$ cat src/rtl/dsd_pkg.sv
// What this block does
// - Select bit picks deep or ordinary sleep
// - Flag brown-out seen by sleep monitor
// - Sleep brown-out never wakes, re-arms power-on
// - Hold bit keeps pins frozen until cleared
// - Control bits except hold reset only outside deep sleep
// - Latch one flag per deep-sleep wake event
// - Flag faults that may corrupt settings
// - Setting select bit clears all wake flags
// - Flag main-supply brown-out reset
// - Flag main-supply power-on, separate from core
// - Flag backup absent or too low
// - Backup power-on flag set at first power-up
// - Flag power-on exit with backup present
// - Supply flags: hardware sets, software clears
// - Main-supply return outside deep sleep resets all but supply flags and, while backup is present and not low, retained words
// - Doze enable slows the CPU clock
// - Three-bit ratio, 1:1 to 1:128, default 1:8
// - Peripherals full rate, CPU slot synchronous
// - Optional interrupt return to full speed
// - Power loss in deep sleep drops retained words and pin hold
// - Master clear in deep sleep keeps registers
package dsd_pkg;

  // Register byte offsets
  localparam logic [7:0]  DSD_OFS_CTRL   = 8'h00;
  localparam logic [7:0]  DSD_OFS_WAKE   = 8'h04;
  localparam logic [7:0]  DSD_OFS_SUPPLY = 8'h08;
  localparam logic [7:0]  DSD_OFS_CLOCK_DIVIDER_REGISTER = 8'h0C;
  localparam logic [7:0]  DSD_OFS_RET0   = 8'h10;
  localparam logic [7:0]  DSD_OFS_RET1   = 8'h14;

  // Field positions
  localparam int          DSD_CTRL_SELECT = 15;
  localparam int          DSD_CTRL_BROWN  = 1;
  localparam int          DSD_CTRL_HOLD   = 0;
  localparam int          DSD_WAKE_PINCHG = 8;
  localparam int          DSD_WAKE_FAULT  = 7;
  localparam int          DSD_WAKE_WDOG   = 4;
  localparam int          DSD_WAKE_ALARM  = 3;
  localparam int          DSD_WAKE_MASTER_CLEAR_PIN   = 2;
  localparam int          DSD_SUP_BOR     = 3;
  localparam int          DSD_SUP_POR     = 2;
  localparam int          DSD_SUP_BPOR    = 1;
  localparam int          DSD_SUP_BEXIT   = 0;
  localparam int          DSD_CLK_ROI     = 15;
  localparam int          DSD_CLK_RAT_HI  = 14;
  localparam int          DSD_CLK_RAT_LO  = 12;
  localparam int          DSD_CLK_DOZE    = 11;

  // Implemented bits of each register
  localparam logic [15:0] DSD_CTRL_MASK   = 16'h8003;
  localparam logic [15:0] DSD_WAKE_MASK   = 16'h019C;
  localparam logic [15:0] DSD_SUP_MASK    = 16'h000F;
  localparam logic [15:0] DSD_CLK_MASK    = 16'hF800;

  // Reset values
  localparam logic [15:0] DSD_CTRL_RST    = 16'h0000;
  localparam logic [15:0] DSD_WAKE_RST    = 16'h0000;
  localparam logic [15:0] DSD_SUP_RST     = 16'h000E;
  localparam logic [15:0] DSD_CLK_RST     = 16'h3000;
  localparam logic [15:0] DSD_RET_RST     = 16'h0000;

  typedef enum logic [1:0] {
    DSD_RUN   = 2'b00,
    DSD_SLEEP = 2'b01,
    DSD_DEEP  = 2'b11
  } dsd_state_t;

  // Events from pins or slow always-on logic
  typedef struct packed {
    logic pin_change;
    logic watchdog;
    logic alarm;
    logic master_clear_pin_pin;
    logic fault;
    logic ds_brownout;
    logic backup_absent;
    logic backup_low;
  } dsd_pins_t;

  // Pulses from the reset controller, same clock
  typedef struct packed {
    logic vdd_por;
    logic vdd_bor;
  } dsd_rst_t;

endpackage

$ cat src/rtl/dsd_core.sv
// The plain strobed port and the register addresses were left to the implementer.
`timescale 1ns/1ps
`default_nettype none
module dsd_core (
  input  wire logic               clk_i,     // System clock, 20 MHz
  input  wire logic               rstn_i,    // First power-up reset, active low
  input  wire logic [7:0]         addr_i,    // Register byte address
  input  wire logic [15:0]        wdata_i,   // Write data
  input  wire logic               we_i,      // Write strobe
  input  wire logic               re_i,      // Read strobe
  output logic      [15:0]        rdata_o,   // Read data, cycle after strobe
  input  wire logic               power_save_instruction_i,  // Power-save instruction pulse
  input  wire logic               irq_i,     // Interrupt request level
  input  wire logic               ds_bor_en_i, // Sleep brown-out monitor on
  input  wire dsd_pkg::dsd_pins_t pins_i,    // Asynchronous event inputs
  input  wire dsd_pkg::dsd_rst_t  rst_ev_i,  // Reset controller pulses
  output logic                    sleep_o,   // Ordinary sleep active
  output logic                    deep_sleep_o, // Deep sleep active
  output logic                    io_hold_o, // Pins frozen
  output logic                    por_rearm_o, // Re-arm power-on circuit
  output logic                    cpu_clk_en_o // CPU clock slot enable
);
  import dsd_pkg::*;

  dsd_state_t  st_reg;
  dsd_pins_t   s1_reg, s2_reg, s3_reg, filt_reg;
  logic [15:0] ctrl_reg, wake_reg, sup_reg, clk_reg, ret0_reg, ret1_reg;
  logic [15:0] rdata_reg;
  logic [15:0] wake_next, sup_set;
  logic [6:0]  cnt_reg;
  logic        en_reg, rearm_reg;
  logic        wake_any, in_deep, por_ev, brown_deep, enter_deep;
  logic        wr_ctrl, wr_wake, wr_sup, wr_clk, doze_on;
  logic [2:0]  ratio;

  // Codes map to successive powers of two
  function automatic logic [6:0] dsd_doze_limit(input logic [2:0] r);
    logic [7:0] p;
    p = 8'h01 << r;
    return 7'(p - 8'h01);
  endfunction

  // Three-stage synchroniser, filtered once stages two and three agree
  always_ff @(posedge clk_i) begin
    if (!rstn_i) begin
      s1_reg   <= '0;
      s2_reg   <= '0;
      s3_reg   <= '0;
      filt_reg <= '0;
    end else begin
      s1_reg <= pins_i;
      s2_reg <= s1_reg;
      s3_reg <= s2_reg;
      for (int i = 0; i < $bits(dsd_pins_t); i++) begin
        if (s2_reg[i] == s3_reg[i]) begin
          filt_reg[i] <= s3_reg[i];
        end
      end
    end
  end

  // Decode
  assign wr_ctrl    = we_i && (addr_i == DSD_OFS_CTRL);
  assign wr_wake    = we_i && (addr_i == DSD_OFS_WAKE);
  assign wr_sup     = we_i && (addr_i == DSD_OFS_SUPPLY);
  assign wr_clk     = we_i && (addr_i == DSD_OFS_CLOCK_DIVIDER_REGISTER);
  assign in_deep    = (st_reg == DSD_DEEP);
  assign por_ev     = rst_ev_i.vdd_por;
  // Brown-out is left out of the wake terms on purpose
  assign wake_any   = filt_reg.pin_change | filt_reg.watchdog | filt_reg.alarm |
                      filt_reg.master_clear_pin_pin | filt_reg.fault;
  assign brown_deep = in_deep && ds_bor_en_i && filt_reg.ds_brownout;
  assign enter_deep = (st_reg == DSD_RUN) && power_save_instruction_i && ctrl_reg[DSD_CTRL_SELECT];
  assign doze_on    = clk_reg[DSD_CLK_DOZE];
  assign ratio      = clk_reg[DSD_CLK_RAT_HI:DSD_CLK_RAT_LO];

  // Power state
  always_ff @(posedge clk_i) begin
    if (!rstn_i || por_ev) begin
      st_reg <= DSD_RUN;
    end else begin
      unique case (st_reg)
        DSD_RUN: begin
          if (power_save_instruction_i) begin
            st_reg <= ctrl_reg[DSD_CTRL_SELECT] ? DSD_DEEP : DSD_SLEEP;
          end
        end
        DSD_SLEEP: begin
          if (irq_i || wake_any) begin
            st_reg <= DSD_RUN;
          end
        end
        DSD_DEEP: begin
          // Master clear wakes but keeps the registers
          if (wake_any) begin
            st_reg <= DSD_RUN;
          end
        end
        default: st_reg <= DSD_RUN;
      endcase
    end
  end

  // Deep-sleep control; select and brown-out bits persist across deep-sleep power-on
  always_ff @(posedge clk_i) begin
    if (!rstn_i || (por_ev && !in_deep)) begin
      ctrl_reg <= DSD_CTRL_RST;
    end else begin
      if (wr_ctrl) begin
        ctrl_reg[DSD_CTRL_SELECT] <= wdata_i[DSD_CTRL_SELECT];
      end
      // Set wins over a clearing write
      if (brown_deep) begin
        ctrl_reg[DSD_CTRL_BROWN] <= 1'b1;
      end else if (wr_ctrl) begin
        ctrl_reg[DSD_CTRL_BROWN] <= wdata_i[DSD_CTRL_BROWN];
      end
      // Loss of power in deep sleep releases pins at once
      if (brown_deep || por_ev) begin
        ctrl_reg[DSD_CTRL_HOLD] <= 1'b0;
      end else if (enter_deep) begin
        ctrl_reg[DSD_CTRL_HOLD] <= 1'b1;
      end else if (wr_ctrl && !wdata_i[DSD_CTRL_HOLD]) begin
        ctrl_reg[DSD_CTRL_HOLD] <= 1'b0;
      end
    end
  end

  // Re-arm pulse for the power-on circuit
  always_ff @(posedge clk_i) begin
    if (!rstn_i) begin
      rearm_reg <= 1'b0;
    end else begin
      rearm_reg <= brown_deep;
    end
  end

  // Wake sources: clear on select write, then hardware sets on top
  always_comb begin
    wake_next = wake_reg;
    if (wr_ctrl && wdata_i[DSD_CTRL_SELECT]) begin
      wake_next = '0;
    end else if (wr_wake) begin
      wake_next = wdata_i & DSD_WAKE_MASK;
    end
    if (in_deep) begin
      wake_next[DSD_WAKE_PINCHG] = wake_next[DSD_WAKE_PINCHG] | filt_reg.pin_change;
      wake_next[DSD_WAKE_WDOG]   = wake_next[DSD_WAKE_WDOG] | filt_reg.watchdog;
      wake_next[DSD_WAKE_ALARM]  = wake_next[DSD_WAKE_ALARM] | filt_reg.alarm;
      wake_next[DSD_WAKE_MASTER_CLEAR_PIN]   = wake_next[DSD_WAKE_MASTER_CLEAR_PIN] | filt_reg.master_clear_pin_pin;
      wake_next[DSD_WAKE_FAULT]  = wake_next[DSD_WAKE_FAULT] | filt_reg.fault;
    end
  end

  always_ff @(posedge clk_i) begin
    if (!rstn_i || (por_ev && !in_deep)) begin
      wake_reg <= DSD_WAKE_RST;
    end else begin
      wake_reg <= wake_next;
    end
  end

  // Supply flags: set terms from hardware only
  always_comb begin
    sup_set                = '0;
    sup_set[DSD_SUP_BOR]   = rst_ev_i.vdd_bor;
    sup_set[DSD_SUP_POR]   = por_ev;
    sup_set[DSD_SUP_BPOR]  = filt_reg.backup_absent | filt_reg.backup_low;
    sup_set[DSD_SUP_BEXIT] = por_ev && !filt_reg.backup_absent;
  end

  // Writes only clear; reset value marks the very first power-up
  always_ff @(posedge clk_i) begin
    if (!rstn_i) begin
      sup_reg <= DSD_SUP_RST;
    end else if (wr_sup) begin
      sup_reg <= (sup_reg & wdata_i) | sup_set;
    end else begin
      sup_reg <= sup_reg | sup_set;
    end
  end

  // Retained words survive supply return unless backup or deep state is lost
  always_ff @(posedge clk_i) begin
    if (!rstn_i || brown_deep ||
        (por_ev && (in_deep || filt_reg.backup_absent || filt_reg.backup_low))) begin
      ret0_reg <= DSD_RET_RST;
      ret1_reg <= DSD_RET_RST;
    end else begin
      if (we_i && addr_i == DSD_OFS_RET0) begin
        ret0_reg <= wdata_i;
      end
      if (we_i && addr_i == DSD_OFS_RET1) begin
        ret1_reg <= wdata_i;
      end
    end
  end

  // Clock divider; interrupt return beats a same-cycle write
  always_ff @(posedge clk_i) begin
    if (!rstn_i || por_ev) begin
      clk_reg <= DSD_CLK_RST;
    end else begin
      if (wr_clk) begin
        clk_reg <= wdata_i & DSD_CLK_MASK;
      end
      if (clk_reg[DSD_CLK_ROI] && doze_on && irq_i) begin
        clk_reg[DSD_CLK_DOZE] <= 1'b0;
      end
    end
  end

  // CPU slot: one enable per ratio period, same clock as peripherals
  always_ff @(posedge clk_i) begin
    if (!rstn_i) begin
      cnt_reg <= '0;
      en_reg  <= 1'b1;
    end else if (!doze_on) begin
      cnt_reg <= '0;
      en_reg  <= 1'b1;
    end else if (cnt_reg >= dsd_doze_limit(ratio)) begin
      cnt_reg <= '0;
      en_reg  <= 1'b1;
    end else begin
      cnt_reg <= cnt_reg + 7'h01;
      en_reg  <= 1'b0;
    end
  end

  // Read port; unmapped offsets read zero
  always_ff @(posedge clk_i) begin
    if (!rstn_i) begin
      rdata_reg <= '0;
    end else if (re_i) begin
      unique case (addr_i)
        DSD_OFS_CTRL:   rdata_reg <= ctrl_reg & DSD_CTRL_MASK;
        DSD_OFS_WAKE:   rdata_reg <= wake_reg & DSD_WAKE_MASK;
        DSD_OFS_SUPPLY: rdata_reg <= sup_reg & DSD_SUP_MASK;
        DSD_OFS_CLOCK_DIVIDER_REGISTER: rdata_reg <= clk_reg & DSD_CLK_MASK;
        DSD_OFS_RET0:   rdata_reg <= ret0_reg;
        DSD_OFS_RET1:   rdata_reg <= ret1_reg;
        default:        rdata_reg <= '0;
      endcase
    end else begin
      rdata_reg <= '0;
    end
  end

  assign rdata_o      = rdata_reg;
  assign sleep_o      = (st_reg == DSD_SLEEP);
  assign deep_sleep_o = (st_reg == DSD_DEEP);
  assign io_hold_o    = ctrl_reg[DSD_CTRL_HOLD];
  assign por_rearm_o  = rearm_reg;
  assign cpu_clk_en_o = en_reg;
endmodule // dsd_core
`default_nettype wire

$ cat config.mk
export PLATFORM = sky130hd
export DESIGN_NAME = dsd_core
export DESIGN_NICKNAME = d
export VERILOG_FILES = /design/src/rtl/dsd_pkg.sv /design/src/rtl/dsd_core.sv
export SDC_FILE = /design/constraint.sdc
export NUM_CORES = 1
export LEC_CHECK = 0
export BUFFER_PORTS_ARGS = -buffer_cell sky130_fd_sc_hd__clkbuf_2
export CAP_MARGIN = 0
export CORE_MARGIN = 1.5
export CORE_UTILIZATION = 59
export CTS_BUF_LIST = sky130_fd_sc_hd__clkbuf_8
export DETAILED_ROUTE_END_ITERATION = 16
export PLACE_DENSITY = 0.79
export SYNTH_ARGS = -nofsm -noshare
export SYNTH_HDL_FRONTEND = slang
export SYNTH_SLANG_ARGS = --single-unit
$ cat constraint.sdc
create_clock -name clk_i -period 3.2 [get_ports clk_i]
set_clock_uncertainty 0.1 [all_clocks]
set_input_delay 0.32 -clock clk_i [delete_from_list [all_inputs] [get_ports clk_i]]
set_output_delay 0.32 -clock clk_i [all_outputs]
set_load 0.05 [all_outputs]
Word level (Yosys, flattened, before mapping)

Index checks and enable logic that the tools add are counted.

Register bits after elaboration: 120
Output and inout bits: 21

Multiplexer cells: 16
$lt $le $gt $ge: 1
Equality and inequality tests: 18
Bitwise logic cells: 15
Reductions and logical operators: 39
Shift-type cells: 1
Add/subtract/negate cells: 2

Operators by type and width:

| kind                                                | number |
|---|---|
| one-hot mux 16 bit (6 select lines)                 | 1 |
| OR 16 x 4 -> 16 bit                                 | 2 |
| two-way mux 9 bit                                   | 2 |
| logical AND 1 bit                                   | 17 |
| AND 16 bit                                          | 1 |
| equality test 8 x 4 -> 1 bit, second input constant | 2 |
| equality test 8 x 5 -> 1 bit, second input constant | 2 |
| two-way mux 16 bit                                  | 1 |
| two-way mux 2 bit                                   | 5 |
| OR 1 bit                                            | 10 |
| equality test 1 bit                                 | 8 |
| equality test 8 x 3 -> 1 bit, second input constant | 1 |
| zero test 8 bit                                     | 1 |
| logical OR 1 bit                                    | 8 |
| adder 7 x 1 -> 7 bit, second input constant         | 1 |
| greater-or-equal comparator 7 bit                   | 1 |
| << shifter 1 x 3 -> 7 bit, first input constant     | 1 |
| subtractor 7 x 1 -> 7 bit, second input constant    | 1 |
| one-hot mux 2 bit (3 select lines)                  | 1 |
| two-way mux 1 bit                                   | 5 |
| zero test 1 bit                                     | 4 |
| inequality test 2 bit, second input constant        | 2 |
| AND reduction 2 bit                                 | 2 |
| nonzero test 2 bit                                  | 2 |
| 9 further kinds                                     | 11 |

Depth between registers and ports, before layout

Depth in word-level cells: 7
Depth in mapped cells: 13
Gate-level depth less buffers: 11

Least setup slack after synthesis

No wires, ideal clock.

Kind: reg-to-reg
Start point: register clk_reg[12]
End point: register en_reg, in the netlist cpu_clk_en_o
Clock period less this slack: 2.743 ns
Data required time: 3.041 ns
Stages on the path, launching flop included: 12
Setup slack: 0.457 ns
Arrival: 2.584 ns
Cell sequence: dfxtp_1 > clkbuf_1 > or3_1 > ha_1 > buf_1 > xor2_1 > nor2_1 > a21oi_1 > ha_1 > nand2_1 > o41ai_2 > or2_2

Cells in the longest elaborated chain, start to end: 4

RTL lines:

| element                           | RTL line        | source |
|---|---|---|
| start, declared                   | dsd_core.sv:27  | `logic [15:0] ctrl_reg, wake_reg, sup_reg, clk_reg, ret0_reg, ret1_reg;` |
| start signal, assigned            | dsd_core.sv:205 | `clk_reg <= wdata_i & DSD_CLK_MASK;` |
| << shifter 1 x 3 -> 7 bit         | dsd_core.sv:39  | `p = 8'h01 << r;` |
| subtractor 7 x 1 -> 7 bit         | dsd_core.sv:40  | `return 7'(p - 8'h01);` |
| greater-or-equal comparator 7 bit | dsd_core.sv:221 | `end else if (cnt_reg >= dsd_doze_limit(ratio)) begin` |
| two-way mux 1 bit                 | dsd_core.sv:221 |  |
| end signal, assigned              | dsd_core.sv:220 | `en_reg <= 1'b1;` |
| end signal, assigned              | dsd_core.sv:223 | `en_reg <= 1'b1;` |
| end signal, assigned              | dsd_core.sv:226 | `en_reg <= 1'b0;` |
| end, declared                     | dsd_core.sv:31  | `logic en_reg, rearm_reg;` |

No other way between the ends.
A chain may end at the register's enable or synchronous reset.

Worst setup path after layout

Same ends and word-level chain as after synthesis.

==> qor_table.md <==
| Quantity | Value |
| --- | --- |
| Status | finished clean |
| Category of the most critical setup path | flip-flop to flip-flop |
| Count of placed standard cells including taps | 610 |
| Vias in the first global route | 3305 |
| Detailed-routing iteration count for the pre-antenna-repair pass | 4 |
| Area of combinational cells with multiple inputs | 0.00207 mm^2 |
| Normalized max-slew margin | 45.9% |
| Die X | 89.4 um |
| Highest net fanout along the worst path | 8 |
| Number of antenna violations at the first check in global routing | 0 |
| Antenna viol nets, final | 0 |
| Row cnt | 31 |
| Layout overhead on the synthesized area | 11.1% |
| CTS tree | done |
| Synth Area in XOR/XNOR | 1.39% |
| Floorplan die height | 89.4 um |
| Fraction of registers with async set/reset | 0% |
| Drt initial violations | 210 |
| Element type at the critical path start | flip-flop |
| Placed instance area | 0.00471 mm^2 |
| Number of endpoints with negative hold slack in the final report | 0 |
| Ratio of cells with drive above 1 in the final layout | 20.9% |
| CTS resizes | 0 |
| Number of distinct standard cells referenced by the synthesized netlist | 50 |
| Routed wirelength normalized by instance count | 15.0 um |
| Clk Tree Root Cell | clkbuf_8 |
| Power density over cell area | 459 mW/mm^2 |
| Number of levels the H-tree was split into | 3 |
| Required time of the critical path | 3.42 ns |
| Multiplexer share of the synthesized area | 5.71% |
| All-layer global routing usage | 25.0% |
| Fraction of synthesized cell area taken by the top area cell type | 49.1% |
| Port buffer count | 61 |
| Area leader, netlist | dfxtp_1 |
| Maximum count of clock buffers along a single path | 2 |
| Register cell area after layout | 0.00216 mm^2 |
| Number of warnings issued by yosys | 0 |
| R2r setup slk | 0.25 ns |
| Average cell area after synthesis | 9.31 um^2 |
| Unrepaired setup endpoints after global routing | false |
| Number of setup buffers added after CTS | 0 |
| Via count | 3514 |
| Slew @ Worst Pin | 0.812 ns |
| Final cycle utilization of the critical path | 92.3% |
| Instance count of the mapped netlist | 473 |
| Sum of net half-perimeters after detailed placement | 6500 um |
| Post-synthesis compound-gate area fraction | 14.0% |
| Leakage | 1.91 nW |
| Count of max-cap constraint violations | 0 |
| Number of top-level pins | 62 |
| Share of synthesized cell area in full adder, half adder and majority cells | 2.56% |
| Number of synthesized flops with an enable pin | 0 |
| Number of buffers inserted by hold repair at cts | 0 |
| Synthesis-stage register bit count | 108 |
| Post-detailed-routing wire length | 9380 um |
| Post-synthesis instance area | 0.00440 mm^2 |
| Peak supply drop | 0.285 mV |
| Worst hold-check path type | input port to flip-flop |
| Post-route DRC | 0 |
| Wire length of the first global-routing pass | 15100 um |
| Sinks on Clock Net | 108 |
| Sequential fraction of the synthesis area | 49.1% |
| Arrival time worst endpoint | 3.18 ns |
| Starting density of the core | 60.7% |
| Post-route standard cell area excluding fillers | 0.00489 mm^2 |
| Finished Layout Cells | 625 |
| Final nets | 572 |
| Global-route congestion overflow total | 0 |
| Final max-slew violation count | 0 |
| Sum of internal, switching and leakage power | 2.24 mW |
| Sum of negative setup slack | 0 ns |
| Final setup fails | 0 |
| Die outline area | 0.00799 mm^2 |
| GPL Wtd Cong | 0.842 |
| Cts bufs inserted | 9 |
| Hold slack | 0.0380 ns |
| Top flip-flop cell by instance count after synthesis | dfxtp_1 |
| Ratio of routed vias to standard cells | 5.62 |
| Post-layout minimum cycle time | 2.95 ns |
| Net count after synthesis | 523 |
| Clock input transition at the sequential cells of the worst setup and hold paths | 0.10 ns |
| Fillers | 589 |
| Simple-gate area share of the yosys netlist | 23.4% |
| Type of destination of the critical path | flip-flop |
| Clock network latency to the later pin of the worst-skew pair | 0.38 ns |
| Largest family of logic cells by synthesized area | simple AND/OR/NAND/NOR gates |
| Most area-consuming cells after synthesis | dfxtp_1 (49%), nand2_1 (5.9%), a21oi_1 (4.1%), and2_1 (3.7%), mux2i_1 (3.4%) |
| Maximum number of pins on one net before global-route repair | 43 |
| Max Clk Rate | 0.339 GHz |
| Antenna cell count | 0 |
| Core area | 0.00725 mm^2 |
==> synthesized netlist by cell type, types with 4 or more instances <==
| master | number |
|---|---|
| o21ai_0 | 14 |
| and3_1 | 6 |
| a22oi_1 | 13 |
| mux2_2 | 9 |
| nand3b_1 | 4 |
| buf_6 | 4 |
| nor2_1 | 28 |
| xnor2_1 | 4 |
| a32oi_1 | 4 |
| buf_2 | 8 |
| clkbuf_1 | 12 |
| nor3_1 | 14 |
| nand2b_1 | 4 |
| ha_1 | 9 |
| and2_1 | 26 |
| nand3_1 | 27 |
| dfxtp_1 | 108 |
| a21oi_1 | 36 |
| nand2_1 | 69 |
| a21oi_2 | 10 |
| mux2i_1 | 15 |
| a21boi_0 | 9 |
| inv_1 | 4 |
==> through the flow <==
stage	utilization [%]	setup WS, ns
6_report	67.4	0.246
5_1_grt	67.4	0.0709
3_5_place_dp	64.9	0.276
2_1_floorplan	-	0.457
3_3_place_gp	64.9	0.463
4_1_cts	67.4	0.263
==> where the power goes <==
part	internal (mW)	leakage, nW	switching [mW]
Sequential	1.36	0.875	0.00565
Clock	0.310	0.0933	0.462
Combinational	0.0405	0.947	0.0695
==> worst max-delay path, cell delays in order (launching register included) <==
cell and delay, ns:
dfxtp_1 0.39, or3_1 0.42, ha_1 0.28, xor2_1 0.17, nor2_1 0.11, a21oi_1 0.07, ha_1 0.31, nand2_1 0.08
o41ai_2 0.74, or2_2 0.22
==> routing by layer <==
layer	GRT usage [%]	up-vias	share of wire, %
met4	9.51	0	2.0
met2	41.7	98	48
met1	30.8	1655	44
met3	6.93	17	5.7
met5	0	-	0
li1	-	1744	-
==> path summary, 6_finish.rpt <==
| path | from | endpoint | cells after the start |
|---|---|---|---|
| worst min-delay path | pins_i[3] | s1_reg[3]$_SDFF_PN0_ | 2 |
| worst min register to register | s1_reg[3]$_SDFF_PN0_ | s2_reg[3]$_SDFF_PN0_ | 1 |
| worst max-delay path | clk_reg[12]$_SDFFE_PP1P_ | cpu_clk_en_o$_SDFF_PN1_ | 9 |
| worst max register to register | clk_reg[12]$_SDFFE_PP1P_ | cpu_clk_en_o$_SDFF_PN1_ | 9 |
==> kinds of logic after synthesis <==
| family | count (synthesis) |
|---|---|
| adder cells (fa/ha/maj) | 9 |
| multiplexers | 24 |
| XOR/XNOR | 7 |
| flip-flops | 108 |
| AO/OA/AOI/OAI | 95 |
| AND/OR/NAND/NOR | 199 |
| buffers and inverters | 31 |
==> cell type report <==
cell class | instances | share of cell area, %
clock buffers | 10 | 2.81
clock inverters | 5 | 0.895
inverters | 4 | 0.307
multi-input cells | 334 | 42.4
flip-flops and latches | 108 | 44.2
well taps | 99 | 2.53
repair buffers | 65 | 6.85
==> placed cells by master, fill, tap and decap left out, types with 6 or more instances in the layout <==
| cell type | instances |
|---|---|
| mux2i_1 | 15 |
| mux2_2 | 9 |
| nand3_1 | 27 |
| o21ai_0 | 14 |
| and3_1 | 6 |
| a21oi_2 | 10 |
| ha_1 | 9 |
| a21oi_1 | 36 |
| nor3_1 | 14 |
| a22oi_1 | 13 |
| nor2_1 | 28 |
| nand2_1 | 69 |
| dfxtp_1 | 108 |
| and2_1 | 26 |
| clkbuf_8 | 10 |
| clkbuf_2 | 61 |
| a21boi_0 | 9 |
No activity file was read; power rests on OpenSTA's default activity.
